--- config.mk ---
export PLATFORM = sky130hd
export DESIGN_NAME = correlator_threshold_wake_regs
export DESIGN_NICKNAME = d
export VERILOG_FILES = /design/src/pin_sync_3ff.v /design/src/corr_decide.v /design/src/correlator_threshold_wake_regs.v
export VERILOG_INCLUDE_DIRS = /design/src /design/src/pkg
export SDC_FILE = /design/constraint.sdc
export NUM_CORES = 1
export LEC_CHECK = 0
export ABC_AREA = 0
export BUFFER_PORTS_ARGS = -buffer_cell sky130_fd_sc_hd__buf_2
export CAP_MARGIN = 20
export CORE_MARGIN = 3
export CORE_UTILIZATION = 50
export CTS_BUF_LIST = sky130_fd_sc_hd__clkbuf_4 sky130_fd_sc_hd__clkbuf_8
export DETAILED_ROUTE_END_ITERATION = 16
export GPL_TIMING_DRIVEN = 0
export MAX_ROUTING_LAYER = met4
export PLACE_DENSITY = 0.79
export SETUP_SLACK_MARGIN = 0.05
export SYNTH_ARGS = -nofsm -noshare
export SYNTH_HDL_FRONTEND = slang
export SYNTH_SLANG_ARGS = --single-unit
--- constraint.sdc ---
create_clock -name mclk -period 2.2 [get_ports mclk]
set_clock_uncertainty 0.1 [all_clocks]
set_input_delay 0.11 -clock mclk [delete_from_list [all_inputs] [get_ports mclk]]
set_output_delay 0.11 -clock mclk [all_outputs]
set_load 0.05 [all_outputs]
--- src/pkg/corr_wake_map.vh ---
// Register map, field positions, reset values and timing of the threshold/wake bank
`ifndef CORR_WAKE_MAP_VH
`define CORR_WAKE_MAP_VH

// ****************************************************************
// Register offsets
// ****************************************************************
`define ADDR_ZERO_LIMIT  8'h19
`define ADDR_ONE_LIMIT   8'h1A
`define ADDR_WAKE_EN     8'h1C
`define ADDR_WAKE_STAT   8'h1D
`define ADDR_ANALOG      8'h20

// ****************************************************************
// Reset values
// ****************************************************************
`define RST_ZERO_LIMIT   7'h08
`define RST_ONE_LIMIT    7'h38
`define RST_WAKE_EN      1'h0
`define RST_WAKE_STAT    1'h1
`define RST_ANALOG       8'h00

// ****************************************************************
// Field positions
// ****************************************************************
`define LIMIT_MSB        6
`define WAKE_BIT         0
`define AN_RESET         0
`define AN_AMP_INV       1
`define AN_AMP_OE        2
`define AN_ID_READ       5
`define AN_AGC_OFF       6

// ****************************************************************
// Timing
// ****************************************************************
`define CLK_PERIOD_NS    50
`define WAKE_READY_NS    1000
`define WAKE_READY_CYC   ((`WAKE_READY_NS + `CLK_PERIOD_NS - 1) / `CLK_PERIOD_NS)

`endif

--- src/pin_sync_3ff.v ---
// Three-stage pin synchroniser with agreement filter
`timescale 1ns/1ps
`default_nettype none

module pin_sync_3ff #(
    parameter RESET_LEVEL = 1'b1        // Level shown during reset
) (
    input  wire mclk,                   // System clock
    input  wire rst,                    // Async reset, active high
    input  wire pinIn,                  // Raw pin level
    output reg  pinLevel                // Filtered, synchronous level
);

    reg stage1;                         // First stage, read only by stage2
    reg stage2;                         // Second stage
    reg stage3;                         // Third stage

    // ****************************************************************
    // Shift chain; accept a change once stage2 and stage3 agree
    // ****************************************************************
    always @(posedge mclk or posedge rst) begin
        if (rst) begin
            stage1   <= RESET_LEVEL;
            stage2   <= RESET_LEVEL;
            stage3   <= RESET_LEVEL;
            pinLevel <= RESET_LEVEL;
        end else begin
            stage1 <= pinIn;
            stage2 <= stage1;
            stage3 <= stage2;
            if (stage2 == stage3) begin // Stable for two samples
                pinLevel <= stage3;
            end
        end
    end

endmodule // pin_sync_3ff
`default_nettype wire

--- src/corr_decide.v ---
// Correlator bit decision against the low and high limits
`timescale 1ns/1ps
`default_nettype none

module corr_decide #(
    parameter CHIPS = 64                // Full code length in chips
) (
    input  wire             mclk,       // System clock
    input  wire             rst,        // Async reset, active high
    input  wire             chipStrobe, // One bit worth of chips ready
    input  wire [CHIPS-1:0] rxChips,    // Received chips
    input  wire [CHIPS-1:0] pnCode,     // Spreading code
    input  wire             halfCode,   // 1: use low half only
    input  wire [6:0]       lowLimit,   // Zero decision bound
    input  wire [6:0]       highLimit,  // One decision bound
    output reg              bitValid,   // Pulse: decision made
    output reg              bitValue,   // Decided bit
    output reg              bitErased,  // Pulse: count between bounds
    output reg  [6:0]       matchCount  // Last match count
);

    wire [CHIPS-1:0] agree;             // Chip equals code chip
    wire [CHIPS-1:0] used;              // Chips that take part
    wire [6:0]       count;             // Matches this bit

    // Count set bits of a chip vector
    function [6:0] popCount;
        input [CHIPS-1:0] v;
        integer i;
        begin
            popCount = 7'h00;
            for (i = 0; i < CHIPS; i = i + 1) begin
                popCount = popCount + {6'h00, v[i]};
            end
        end
    endfunction

    // ****************************************************************
    // Match count: inverse code gives 0, exact code gives length
    // ****************************************************************
    assign agree = ~(rxChips ^ pnCode);
    assign used  = halfCode ? {{(CHIPS/2){1'b0}}, {(CHIPS/2){1'b1}}}
                            : {CHIPS{1'b1}};
    assign count = popCount(agree & used);

    // ****************************************************************
    // Decision using both limits for every bit
    // ****************************************************************
    always @(posedge mclk or posedge rst) begin
        if (rst) begin
            bitValid   <= 1'b0;
            bitValue   <= 1'b0;
            bitErased  <= 1'b0;
            matchCount <= 7'h00;
        end else begin
            bitValid  <= 1'b0;
            bitErased <= 1'b0;
            if (chipStrobe) begin
                matchCount <= count;
                if (count >= highLimit) begin
                    bitValid <= 1'b1;
                    bitValue <= 1'b1;
                end else if (count <= lowLimit) begin
                    bitValid <= 1'b1;
                    bitValue <= 1'b0;
                end else begin
                    bitErased <= 1'b1;
                end
            end
        end
    end

endmodule // corr_decide
`default_nettype wire

--- src/correlator_threshold_wake_regs.v ---
// Threshold, wake and analog control register bank of the radio modem
`timescale 1ns/1ps
`default_nettype none
`include "corr_wake_map.vh"

module correlator_threshold_wake_regs #(
    parameter CHIPS      = 64,              // Full code length
    parameter READY_CYC  = `WAKE_READY_CYC  // Cycles from release to ready
) (
    input  wire             mclk,           // System clock, 20 MHz
    input  wire             rst,            // Async reset, active high
    input  wire [7:0]       regAddr,        // Register address
    input  wire [7:0]       regWdata,       // Write data
    input  wire             regWrite,       // Write strobe, one cycle
    input  wire             regRead,        // Read strobe, one cycle
    output reg  [7:0]       regRdata,       // Read data, registered
    output reg              regRvalid,      // Read data valid pulse
    input  wire             powerDownPinN,  // Power-down pin, active low
    input  wire             txActive,       // Transmitter on
    input  wire             chipStrobe,     // Chips of one bit ready
    input  wire [CHIPS-1:0] rxChips,        // Received chips
    input  wire [CHIPS-1:0] pnCode,         // Spreading code
    input  wire             halfCode,       // 32-chip mode
    output wire             bitValid,       // Decision pulse
    output wire             bitValue,       // Decided bit
    output wire             bitErased,      // No valid bit pulse
    output wire [6:0]       matchCount,     // Last match count
    output reg              wakeIrq,        // Wake interrupt, active high
    output reg              hostReady,      // Serial access accepted
    output reg              extAmpControlOut, // External amplifier line
    output reg              idReadEnable,   // Identifier block powered
    output reg              autoGainLoopOff,// Gain loop disabled
    output reg              deviceReset     // Self-clearing reset pulse
);

    // ****************************************************************
    // Declarations
    // ****************************************************************
    localparam [2:0] ST_DOWN  = 3'b001;     // Held in power-down
    localparam [2:0] ST_WAIT  = 3'b010;     // Released, warming up
    localparam [2:0] ST_AWAKE = 3'b100;     // Ready for serial traffic
    localparam [7:0] AN_DEF   = `RST_ANALOG; // Analog defaults

    reg  [6:0]  zeroLimit;                  // Zero decision bound
    reg  [6:0]  oneLimit;                   // One decision bound
    reg         wakeEnable;                 // Wake interrupt enable
    reg         wakeFlag;                   // Wake pending flag
    reg         ampInvert;                  // Amplifier polarity
    reg         ampOutputEnable;            // Amplifier line enable
    reg  [2:0]  wakeState;                  // Wake sequencer state
    reg  [2:0]  next_wakeState;             // Its next value
    reg  [15:0] readyCount;                 // Warm-up counter
    reg  [15:0] next_readyCount;            // Its next value
    reg         wakeEvent;                  // Wake condition pulse
    reg         next_wakeEvent;             // Its next value
    reg  [7:0]  next_rdata;                 // Read mux result
    wire        pinLevel;                   // Synchronised pin level
    wire        wrHit;                      // Any write this cycle outside a soft reset
    wire        rdStatus;                   // Status read this cycle
    wire        next_wakeFlag;              // Flag next value

    // Match the address against one register
    function hit;
        input [7:0] addr;
        input [7:0] target;
        begin
            hit = (addr == target);
        end
    endfunction

    // ****************************************************************
    // Power-down pin synchroniser
    // ****************************************************************
    pin_sync_3ff #(
        .RESET_LEVEL (1'b1)
    ) u_pinSync (
        .mclk     (mclk),
        .rst      (rst),
        .pinIn    (powerDownPinN),
        .pinLevel (pinLevel)
    );

    // ****************************************************************
    // Wake sequencer
    // ****************************************************************
    // Next state: release of the pin, then warm-up, then wake
    always @* begin
        next_wakeState  = wakeState;
        next_readyCount = readyCount;
        next_wakeEvent  = 1'b0;
        case (wakeState)
            ST_DOWN: begin
                next_readyCount = 16'h0000;
                if (pinLevel) begin         // Pin released
                    next_wakeState = ST_WAIT;
                end
            end
            ST_WAIT: begin
                if (!pinLevel) begin        // Asserted again
                    next_wakeState = ST_DOWN;
                end else if (readyCount >= READY_CYC[15:0] - 16'h0001) begin
                    next_wakeState = ST_AWAKE;
                    next_wakeEvent = 1'b1;
                end else begin
                    next_readyCount = readyCount + 16'h0001;
                end
            end
            ST_AWAKE: begin
                if (!pinLevel) begin        // Back to power-down
                    next_wakeState = ST_DOWN;
                end
            end
            default: begin
                next_wakeState = ST_DOWN;
            end
        endcase
    end

    // Sequencer registers
    always @(posedge mclk or posedge rst) begin
        if (rst) begin
            wakeState  <= ST_AWAKE;
            readyCount <= 16'h0000;
            wakeEvent  <= 1'b0;
            hostReady  <= 1'b0;
        end else begin
            wakeState  <= next_wakeState;
            readyCount <= next_readyCount;
            wakeEvent  <= next_wakeEvent;
            hostReady  <= (next_wakeState == ST_AWAKE);
        end
    end

    // ****************************************************************
    // Register writes
    // ****************************************************************
    assign wrHit    = regWrite && !deviceReset;
    assign rdStatus = regRead && hit(regAddr, `ADDR_WAKE_STAT);

    // Set beats the read clear in the same cycle
    assign next_wakeFlag = wakeEvent | (wakeFlag & ~rdStatus);

    // Writable fields; unused bits are not stored
    always @(posedge mclk or posedge rst) begin
        if (rst) begin
            zeroLimit       <= `RST_ZERO_LIMIT;
            oneLimit        <= `RST_ONE_LIMIT;
            wakeEnable      <= `RST_WAKE_EN;
            ampInvert       <= AN_DEF[`AN_AMP_INV];
            ampOutputEnable <= AN_DEF[`AN_AMP_OE];
            idReadEnable    <= AN_DEF[`AN_ID_READ];
            autoGainLoopOff <= AN_DEF[`AN_AGC_OFF];
            deviceReset     <= 1'b0;
        end else if (deviceReset) begin
            zeroLimit       <= `RST_ZERO_LIMIT;
            oneLimit        <= `RST_ONE_LIMIT;
            wakeEnable      <= `RST_WAKE_EN;
            ampInvert       <= AN_DEF[`AN_AMP_INV];
            ampOutputEnable <= AN_DEF[`AN_AMP_OE];
            idReadEnable    <= AN_DEF[`AN_ID_READ];
            autoGainLoopOff <= AN_DEF[`AN_AGC_OFF];
            deviceReset     <= 1'b0;
        end else if (wrHit) begin
            if (hit(regAddr, `ADDR_ZERO_LIMIT)) begin
                zeroLimit <= regWdata[`LIMIT_MSB:0];
            end
            if (hit(regAddr, `ADDR_ONE_LIMIT)) begin
                oneLimit <= regWdata[`LIMIT_MSB:0];
            end
            if (hit(regAddr, `ADDR_WAKE_EN)) begin
                wakeEnable <= regWdata[`WAKE_BIT];
            end
            if (hit(regAddr, `ADDR_ANALOG)) begin
                ampInvert       <= regWdata[`AN_AMP_INV];
                ampOutputEnable <= regWdata[`AN_AMP_OE];
                idReadEnable    <= regWdata[`AN_ID_READ];
                autoGainLoopOff <= regWdata[`AN_AGC_OFF];
                deviceReset     <= regWdata[`AN_RESET];
            end
        end
    end

    // Wake pending flag; only the soft reset write reaches it, setting it
    always @(posedge mclk or posedge rst) begin
        if (rst) begin
            wakeFlag <= `RST_WAKE_STAT;
        end else if (deviceReset) begin
            wakeFlag <= `RST_WAKE_STAT | wakeEvent;
        end else begin
            wakeFlag <= next_wakeFlag;
        end
    end

    // ****************************************************************
    // Register reads
    // ****************************************************************
    // Read mux; reserved bits and unmapped addresses read zero
    always @* begin
        next_rdata = 8'h00;
        case (regAddr)
            `ADDR_ZERO_LIMIT: next_rdata = {1'b0, zeroLimit};
            `ADDR_ONE_LIMIT:  next_rdata = {1'b0, oneLimit};
            `ADDR_WAKE_EN:    next_rdata = {7'h00, wakeEnable};
            `ADDR_WAKE_STAT:  next_rdata = {7'h00, wakeFlag};
            `ADDR_ANALOG:     next_rdata = {1'b0, autoGainLoopOff,
                                            idReadEnable, 2'h0,
                                            ampOutputEnable, ampInvert,
                                            1'b0};
            default:          next_rdata = 8'h00;
        endcase
    end

    // Capture read data the edge after the strobe
    always @(posedge mclk or posedge rst) begin
        if (rst) begin
            regRdata  <= 8'h00;
            regRvalid <= 1'b0;
        end else begin
            regRvalid <= regRead;
            if (regRead) begin
                regRdata <= next_rdata;
            end
        end
    end

    // ****************************************************************
    // Outputs: interrupt and amplifier line
    // ****************************************************************
    // Interrupt and amplifier line, both registered
    always @(posedge mclk or posedge rst) begin
        if (rst) begin
            wakeIrq          <= 1'b0;
            extAmpControlOut <= 1'b0;
        end else begin
            wakeIrq <= wakeEnable & wakeFlag;
            if (ampOutputEnable) begin
                extAmpControlOut <= txActive ^ ampInvert;
            end else begin
                extAmpControlOut <= 1'b0;
            end
        end
    end

    // ****************************************************************
    // Correlator decision
    // ****************************************************************
    corr_decide #(
        .CHIPS (CHIPS)
    ) u_decide (
        .mclk       (mclk),
        .rst        (rst),
        .chipStrobe (chipStrobe),
        .rxChips    (rxChips),
        .pnCode     (pnCode),
        .halfCode   (halfCode),
        .lowLimit   (zeroLimit),
        .highLimit  (oneLimit),
        .bitValid   (bitValid),
        .bitValue   (bitValue),
        .bitErased  (bitErased),
        .matchCount (matchCount)
    );

endmodule // correlator_threshold_wake_regs
`default_nettype wire

**Yosys cells after proc, flatten, opt, wreduce, memory -nomap -nowiden**

Cells that the tools add are included.

- Register bits after elaboration: 67
- Bits of input ports: 152
- Output and inout port bits: 25
- Logic and storage cells: 175

- $add $sub $neg: 64
- Magnitude comparators: 3
- Eq/ne operators: 12
- Mux-type cells: 47
- Bitwise gates (word level): 8
- Reduce and logical (&&, ||, !) cells: 16

Operators by type and width:

| operator | number |
|---|---|
| 7-bit by 1-bit adder with 7-bit output | 62 |
| 64-bit bitwise AND | 1 |
| 64-bit two-way mux | 1 |
| 64-bit inverter | 1 |
| 64-bit bitwise XOR | 1 |
| 7-bit two-way mux | 6 |
| 7-bit case mux with 5 select lines | 1 |
| 8-bit by 5-bit == test with 1-bit output, second input constant | 4 |
| 16-bit two-way mux | 2 |
| 16-bit case mux with 2 select lines | 1 |
| 1-bit two-way mux | 31 |
| 16-bit by 1-bit adder with 16-bit output, second input constant | 1 |
| 16-bit by 5-bit >= comparator with 1-bit output, second input constant | 1 |
| 2-bit nonzero test | 7 |
| 3-bit two-way mux | 4 |
| 2-bit AND reduction | 5 |
| 3-bit case mux with 3 select lines | 1 |
| 8-bit by 6-bit == test with 1-bit output, second input constant | 1 |
| 7-bit >= comparator | 1 |
| 7-bit <= comparator | 1 |
| 3-bit == test, second input constant | 2 |
| 3-bit by 1-bit == test with 1-bit output, second input constant | 1 |
| 3-bit by 2-bit == test with 1-bit output, second input constant | 1 |
| 3-bit AND reduction | 1 |
| other kinds (10) | 12 |

**Longest topological paths before layout**

Gate-level depths: netlist (run 1).

- Word-level depth: 70
- Gate-level depth with buffers: 28
- Depth with buffers taken out: 28

**Cells and area by module**

From an unflattened synthesis (run 1), not the netlist that was laid out.

- Cell total of the unflattened synthesis: 550
- Area, all modules: 5572.8 µm²

Modules (own cells, without submodules):

| module | instances | cells an instance | area an instance (µm²) | sequential area each (µm²) |
|---|---|---|---|---|
| corr_decide | 1 | 316 | 3046.7 | 250.2 |
| correlator_threshold_wake_regs | 1 | 228 | 2406.1 | 1308.8 |
| pin_sync_3ff | 1 | 6 | 120.1 | 105.1 |

**Worst setup path before layout (run 1)**

No wires, ideal clock.

- Path type: input to register
- From: in halfCode
- To: reg u_decide.bitValue
- Library setup time: 0.122 ns
- Data arrival time: 7.068 ns
- Data required time: 1.978 ns
- Setup slack: -5.089 ns
- Cell stages on the path: 25
- Path buffers: 1
- Path through: clkbuf_1 -> nor2_1 -> fa_1 -> inv_1 -> fa_1 -> inv_1 -> fa_1 -> fa_1 -> fa_1 -> fa_1 -> fa_1 -> fa_1 -> fa_1 -> inv_1 -> fa_1 -> nor2b_1 -> o21ai_0 -> nand2b_1 -> a21o_1 -> a21o_1 -> ha_1 -> nand4_1 -> a21oi_1 -> or4_1 -> o2bb2ai_1

- Word-level cells in the longest chain between the ends: 37
- Elaborated cells on any way between the ends: 39
- Those cells by class: add/sub (32); order compare (2); mux (2); bitwise (1); reduce/logical (2)

RTL lines:

| what | line | RTL |
|---|---|---|
| from (decl) | correlator_threshold_wake_regs.v:23 | `input wire halfCode,` |
| 64-bit two-way mux (*) | corr_decide.v:42 | `assign used = halfCode ? {{(CHIPS/2){1'b0}}, {(CHIPS/2){1'b1}}}` |
| 64-bit bitwise AND (*) | corr_decide.v:44 | `assign count = popCount(agree & used);` |
| 7-bit by 1-bit adder with 7-bit output (31 in series) | corr_decide.v:33 | `popCount = popCount + {6'h00, v[i]};` |
| 7-bit by 1-bit adder with 7-bit output (*) | corr_decide.v:33 |  |
| via u_decide.count[6] | corr_decide.v:24 | `wire [6:0] count;` |
| 7-bit <= comparator / 7-bit >= comparator (equally long branches) | corr_decide.v:63, corr_decide.v:60 |  |
| 2-bit nonzero test (no source line) | - |  |
| 2-bit AND reduction (no source line) | - |  |
| to (signal assigned) | corr_decide.v:52 | `bitValue <= 1'b0;` |
| to (signal assigned) | corr_decide.v:62 | `bitValue <= 1'b1;` |
| to (signal assigned) | corr_decide.v:65 | `bitValue <= 1'b0;` |
| to (decl) | corr_decide.v:17 | `output reg bitValue,` |

Mark *: on every way through the listed nets, which the timed path passes. The rest lies on a longest branch.
A chain may end at the register's enable or synchronous reset.

**Worst setup path in the final report (run 1)**

Same ends and word-level chain as after synthesis.

==> results.cfg, run 1 <==
[worst_setup_path]
cp.required_ns = 2.33
cp_max_fo = 6
crit_type = primary input to flip-flop
start_kind = primary input
critPathCaptureType = flip-flop
arrival_ns = 6.96

[sta]
hold_viol = 0
relSlewSlack_pct = 45.0
max_freq_mhz = 146
setup_viol = 10
rsz0062_at_grt = yes
tightest_slew_ns = 0.825
layout_setup_ws_ns = -4.63
fin_crit_ns = 6.83
fin_crit_sh_pct = 310
slew_violations = 0

[clock_network]
clockRootBuffer = clkbuf_8
htreeDepth = 3
cts.sinks = 66
clk_latency_ns = 0.34
clk_pin_slew_worst_paths_ns = 0.08
numCtsBuffers = 9
clockBufferDepth = 2
cts_tree = built

[logic_synthesis]
synth_fa_ha_area_share_pct = 26.9
synth-main-ff-cell = dfrtp_1
yosys_warnings = 0
avgSynthCellArea_um2 = 10.2
synth_top_family_by_area = adder cells
synthMostInstantiatedCell = inv_1
netlist_area_um2 = 5490
synth_edf_count = 0
ys_top_cells_by_area = dfrtp_1 (26%), fa_1 (20%), ha_1 (7.1%)
ys_ff_latch = 66
synth_cells = 539
syn-num-nets = 776
ys_seq_area_share_pct = 30.3
synth_async_sr_flop_share_pct = 100
synth-compound-area-share_pct = 8.25
synth_cell_types = 53
synth_mux_area_share_pct = 1.62
synth_xor_area_share_pct = 11.3
yosys.area_share.simple_pct = 15.6
yosys.area.top_type_share_pct = 25.5
yosys-top-cells-count = inv_1 (65), dfrtp_1 (56), fa_1 (54)
synth_area_leader_cell = dfrtp_1

[die]
core-area_um2 = 10500
die_h_um = 111
start_util_pct = 52.2
dieArea_um2 = 12300
die_w_um = 111
io_pins = 177
row_count = 37

[placement]
dp_hpwl_um = 10300
dp_cells = 849
port_buffers = 173
place_congestion = 0.851

[grt]
grt_pass1_wl_um = 21100
grt-ovfl-total = 0
grt_max_degree = 40
grt_pass1_vias = 4683
antenna_found_initial = 0
grt_util_all_layers_pct = 21.2

[routing]
drt_wl_total_um = 12800
drt_iter0_markers = 157
vias_per_cell = 5.11
ant_nets = 0
firstDrtPassIters = 4
drc_errors = 0
vias = 4537
wl_per_cell_um = 14.4

[cells_and_area]
fillers = 772
final_cells = 888
drive_gt1_share_pct = 37.2
syn2layout_area_growth_pct = 32.5
nNetsFinal = 984
num_antenna_cells = 0

[job]
cap_violations = 0

[hold_path]
min_path_type = primary input to flip-flop

[status]
violations = negative setup slack
status = complete, but fails checks
## metal layers
| layer | up-vias | GRT usage [%] | share of wire (%) |
|---|---|---|---|
| met2 | 156 | 35.4 | 52 |
| met4 | 0 | 3.78 | 0.61 |
| li1 | 2160 | - | - |
| met5 | - | - | 0 |
| met1 | 2210 | 26.2 | 41 |
| met3 | 11 | 5.84 | 6.9 |
## per-stage QoR
step                      util [%]  hold WS, ns  setup TNS (ns)  worst slack, ns  area, um^2
after floorplan                  -       0.0145          -37.47            -4.50        5590
after global placement        63.0        0.114          -62.60            -4.99        6620
after detailed placement      63.2        0.118          -42.26            -5.15        6640
after CTS                     68.0       0.0219          -37.79            -4.58        7140
after global routing          69.2       0.0238          -39.34            -4.80        7270
final                         69.2       0.0420          -37.86            -4.63        7270
## flip-flops by register name, indices dropped and copies added (netlist names), 3 cells and up
signal	flops
u_decide.matchCount	7
readyCount	16
wakeState	3
oneLimit	7
zeroLimit	7
regRdata	7
## path summary, 6_finish.rpt
kind	start	end	slack (ns)	depth (start not counted)
setup / recovery	halfCode	u_decide.bitValue$_DFFE_PP0P_	-4.63	27
hold / removal	regAddr[2]	wakeFlag$_DFF_PP1_	0.04	3
setup reg to reg	zeroLimit[1]$_DFFE_PP0P_	u_decide.bitValue$_DFFE_PP0P_	0.17	7
hold reg to reg	u_pinSync.stage1$_DFF_PP1_	u_pinSync.stage2$_DFF_PP1_	0.26	0
max in group asynchronous	rst	wakeFlag$_DFF_PP1_	0.92	4
min in group asynchronous	rst	readyCount[12]$_DFFE_PP0P_	0.37	3
## logic make-up after synthesis
family | Yosys count
compound gates | 68
xor+xnor | 71
buf+inv | 79
mux | 8
simple gates | 160
flops | 66
fa+ha+maj | 86
other cells | 1
## cells in the final DEF, fill, tap and decap left out, types with 6 or more instances in the layout
cell,n
buf_2,169
inv_1,58
dfrtp_1,56
fa_1,50
nor2_1,38
nand2_1,38
xor2_1,30
xnor2_1,29
ha_1,27
a21oi_1,22
nand3_1,20
nor2b_1,16
dlygate4sd3_1,12
buf_4,11
nand2b_1,10
clkbuf_8,10
dfstp_2,10
buf_6,8
a22oi_1,7
inv_2,7
nand3b_1,6
xnor2_2,6
## worst max-delay path, stage by stage
cell and delay, ns:
buf_12 0.11, buf_8 0.12, nand2b_4 0.14, fa_1 0.53
inv_1 0.05, fa_2 0.41, fa_1 0.56, inv_2 0.05
fa_1 0.51, inv_2 0.04, fa_1 0.54, fa_1 0.43
fa_1 0.46, fa_1 0.51, fa_2 0.21, inv_2 0.04
fa_2 0.36, nor2b_1 0.16, o21ai_1 0.08, nand2b_1 0.13
a21o_1 0.15, a21o_1 0.19, ha_4 0.23, nand4_1 0.12
a21oi_2 0.06, or4_4 0.52, o2bb2ai_2 0.13
## layout make-up
| cell class | count | area (um^2) | share of cell area, % |
|---|---|---|---|
| plain buffers | 14 | 103 | 1.41 |
| clock buffers | 9 | 124 | 1.70 |
| clock inverters | 7 | 93.8 | 1.29 |
| inverters | 65 | 244 | 3.35 |
| multi-input cells | 394 | 3740 | 51.4 |
| flip-flops and latches | 66 | 1660 | 22.9 |
| well taps | 136 | 170 | 2.34 |
| repair buffers | 197 | 1140 | 15.6 |
## timing repair
action,4_1_cts,5_1_grt
pin swaps,9,11
endpoints found under the hold margin,58,0
resized for setup,24,19
gates cloned,1,0
endpoints found under the setup margin,10,10
setup buffers,6,5
hold buffers,12,0
Power of run 1 is left out: the tool's default activity adds up to more than one toggle a clock period on the data nets, which glitch-free logic cannot reach.
==> run 2, diff against run 1 <==
--- a/config.mk
+++ b/config.mk
@@ -6,7 +6,7 @@
 export SDC_FILE = /design/constraint.sdc
 export NUM_CORES = 1
 export LEC_CHECK = 0
-export ABC_AREA = 0
+export ABC_AREA = 1
 export BUFFER_PORTS_ARGS = -buffer_cell sky130_fd_sc_hd__buf_2
 export CAP_MARGIN = 20
 export CORE_MARGIN = 3
@@ -20,3 +20,4 @@
 export SYNTH_ARGS = -nofsm -noshare
 export SYNTH_HDL_FRONTEND = slang
 export SYNTH_SLANG_ARGS = --single-unit
+export TNS_END_PERCENT = 1
==> run 2 against run 1 <==
Compared with the run above: the flow still finishes with violations (negative setup slack); worst setup slack better by 0.26 ns; synthesized cell count rose by 15%; highest routed layer unchanged; design area shrank 0.24%.
==> results.cfg, run 2 <==
[hold_path]
holdPathStages = 4
min_path_type = primary input to flip-flop

[sta]
fin_crit_sh_pct = 298
rsz0062_at_grt = yes
layout_setup_ws_ns = -4.37
setup_viol = 10
max_freq_mhz = 152
slew_violations = 0
hold_viol = 0
fin_crit_ns = 6.57

[grt]
grt_util_all_layers_pct = 22.4
grt_pass1_vias = 5031
grt_pass1_wl_um = 21900
antenna_found_initial = 0
grt_max_degree = 46
grt-ovfl-total = 0

[worst_setup_path]
r2r_setup_slack_ns = 0.25
arrival_ns = 6.75
start_kind = primary input
cp_slowest_cell = fa_1
max_stage_delay_ns = 0.56
reg2reg_depth = 4
cp_max_fo = 8
crit_type = primary input to flip-flop
critPathCaptureType = flip-flop
cp.required_ns = 2.38
cpMostUsedCell = fa_1

[logic_synthesis]
synth_top_family_by_area = adder cells
syn-num-nets = 857
yosys-top-cells-count = nand2_1 (132), inv_1 (106), dfrtp_1 (56)
yosys_warnings = 0
yosys.area_share.simple_pct = 18.2
synth_mux_area_share_pct = 0
synth_area_leader_cell = dfrtp_1
avgSynthCellArea_um2 = 8.82
synth_cell_types = 37
yosys.area.top_type_share_pct = 25.6
ys_top_cells_by_area = dfrtp_1 (26%), fa_1 (20%), nand2_1 (9.1%)
synth-compound-area-share_pct = 4.78
ys_seq_area_share_pct = 30.4
ys_ff_latch = 66
synth_async_sr_flop_share_pct = 100
synth-main-ff-cell = dfrtp_1
synth_xor_area_share_pct = 10.9
synth_edf_count = 0
synth_cells = 620
synthMostInstantiatedCell = nand2_1
synth_fa_ha_area_share_pct = 27.0
netlist_area_um2 = 5470

[die]
die_w_um = 111
core-area_um2 = 10500
start_util_pct = 52.3
io_pins = 177
row_count = 37
dieArea_um2 = 12200
die_h_um = 111

[cells_and_area]
layout_commonest_cell = buf_2
num_antenna_cells = 0
nNetsFinal = 1063
fin_area_um2 = 7260
largest_reg_flops = 16
drive_gt1_share_pct = 33.9
most-common-layout-cells = buf_2 (172), nand2_1 (120), inv_1 (96)
top_register = readyCount
syn2layout_area_growth_pct = 32.7

[routing]
vias = 4665
top_layer_used = met4
wl_met2_um = 7080
drc_errors = 0
vias_per_cell = 4.82
drt_iter0_markers = 315
drt_wl_total_um = 13200
wl_met3_um = 703
m1WireLength_um = 5230
ant_nets = 0
firstDrtPassIters = 5
wl_per_cell_um = 13.7

[placement]
port_buffers = 174
dp_hpwl_um = 10900
dpl-instance-area_um2 = 6620
place_congestion = 0.882
place_ws_ns = -4.97

[clock_network]
clk_pin_slew_worst_paths_ns = 0.07
clockRootBuffer = clkbuf_8
clockBufferDepth = 2
cts_tree = built
clk_latency_ns = 0.34
numCtsBuffers = 9
htreeDepth = 3
cts.sinks = 66

[job]
cap_violations = 0

[status]
status = complete, but fails checks
violations = negative setup slack
==> run 2: stage by stage <==
| stage | hold WS [ns] | setup TNS, ns | instances | utilization, % |
|---|---|---|---|---|
| after floorplan | 0.0145 | -35.86 | 620 | - |
| after global placement | 0.114 | -55.43 | 930 | 63.1 |
| after detailed placement | 0.0435 | -40.84 | 931 | 63.3 |
| after CTS | 0.0399 | -36.92 | 966 | 68.7 |
| after global routing | 0.0895 | -37.58 | 967 | 69.4 |
| final | 0.0625 | -35.94 | 967 | 69.4 |
==> run 2: path summary, 6_finish.rpt <==
| path | from | to |
|---|---|---|
| hold / removal | regWrite | wakeEnable$_DFFE_PP0P_ |
| hold reg to reg | u_pinSync.stage1$_DFF_PP1_ | u_pinSync.stage2$_DFF_PP1_ |
| setup / recovery | halfCode | u_decide.bitValue$_DFFE_PP0P_ |
| setup reg to reg | deviceReset$_DFF_PP0_ | deviceReset$_DFF_PP0_ |
| min in group asynchronous | rst | readyCount[4]$_DFFE_PP0P_ |
| max in group asynchronous | rst | oneLimit[4]$_DFFE_PP1P_ |
==> run 2: worst max-delay path, delay by kind of cell <==
family                   cells  cell delay (ns)
AO/OA/AOI/OAI                2             0.33
AND/OR/NAND/NOR             12             0.87
adder cells (fa/ha/maj)     11             4.71
buffers and inverters        9             0.72
==> run 2: metal layers <==
metal / up-vias / GRT usage [%]
met1: 2196 / 25.9
met4: 0 / 7.22
met5: - / -
met2: 158 / 39.5
met3: 20 / 4.00
li1: 2291 / -
==> run 2: repair_timing <==
action | 4_1_cts | 5_1_grt
resized for setup | 34 | 16
buffers inserted | 4 | 1
endpoints found under the hold margin | 40 | 0
hold buffers | 15 | 0
setup endpoints to repair | 10 | 11
pin swaps | 29 | 15
==> run 2: cells by family after synthesis <==
| group | count (synthesis) |
|---|---|
| adders and majority gates | 86 |
| and+or+nand+nor | 235 |
| buffers and inverters | 119 |
| DFF | 66 |
| xor gates and xnor gates | 68 |
| AOI/OAI and AO/OA | 45 |
| other | 1 |
==> run 2: cell type report <==
| type | instances | area (um^2) |
|---|---|---|
| repair buffers | 195 | 1100 |
| flip-flops and latches | 66 | 1660 |
| multi-input cells | 435 | 3570 |
| clock inverters | 6 | 113 |
| well taps | 136 | 170 |
| inverters | 111 | 422 |
| clock buffers | 10 | 138 |
| plain buffers | 8 | 81.3 |
| fillers | 768 | 3210 |
Power of run 2 is left out for the same reason.
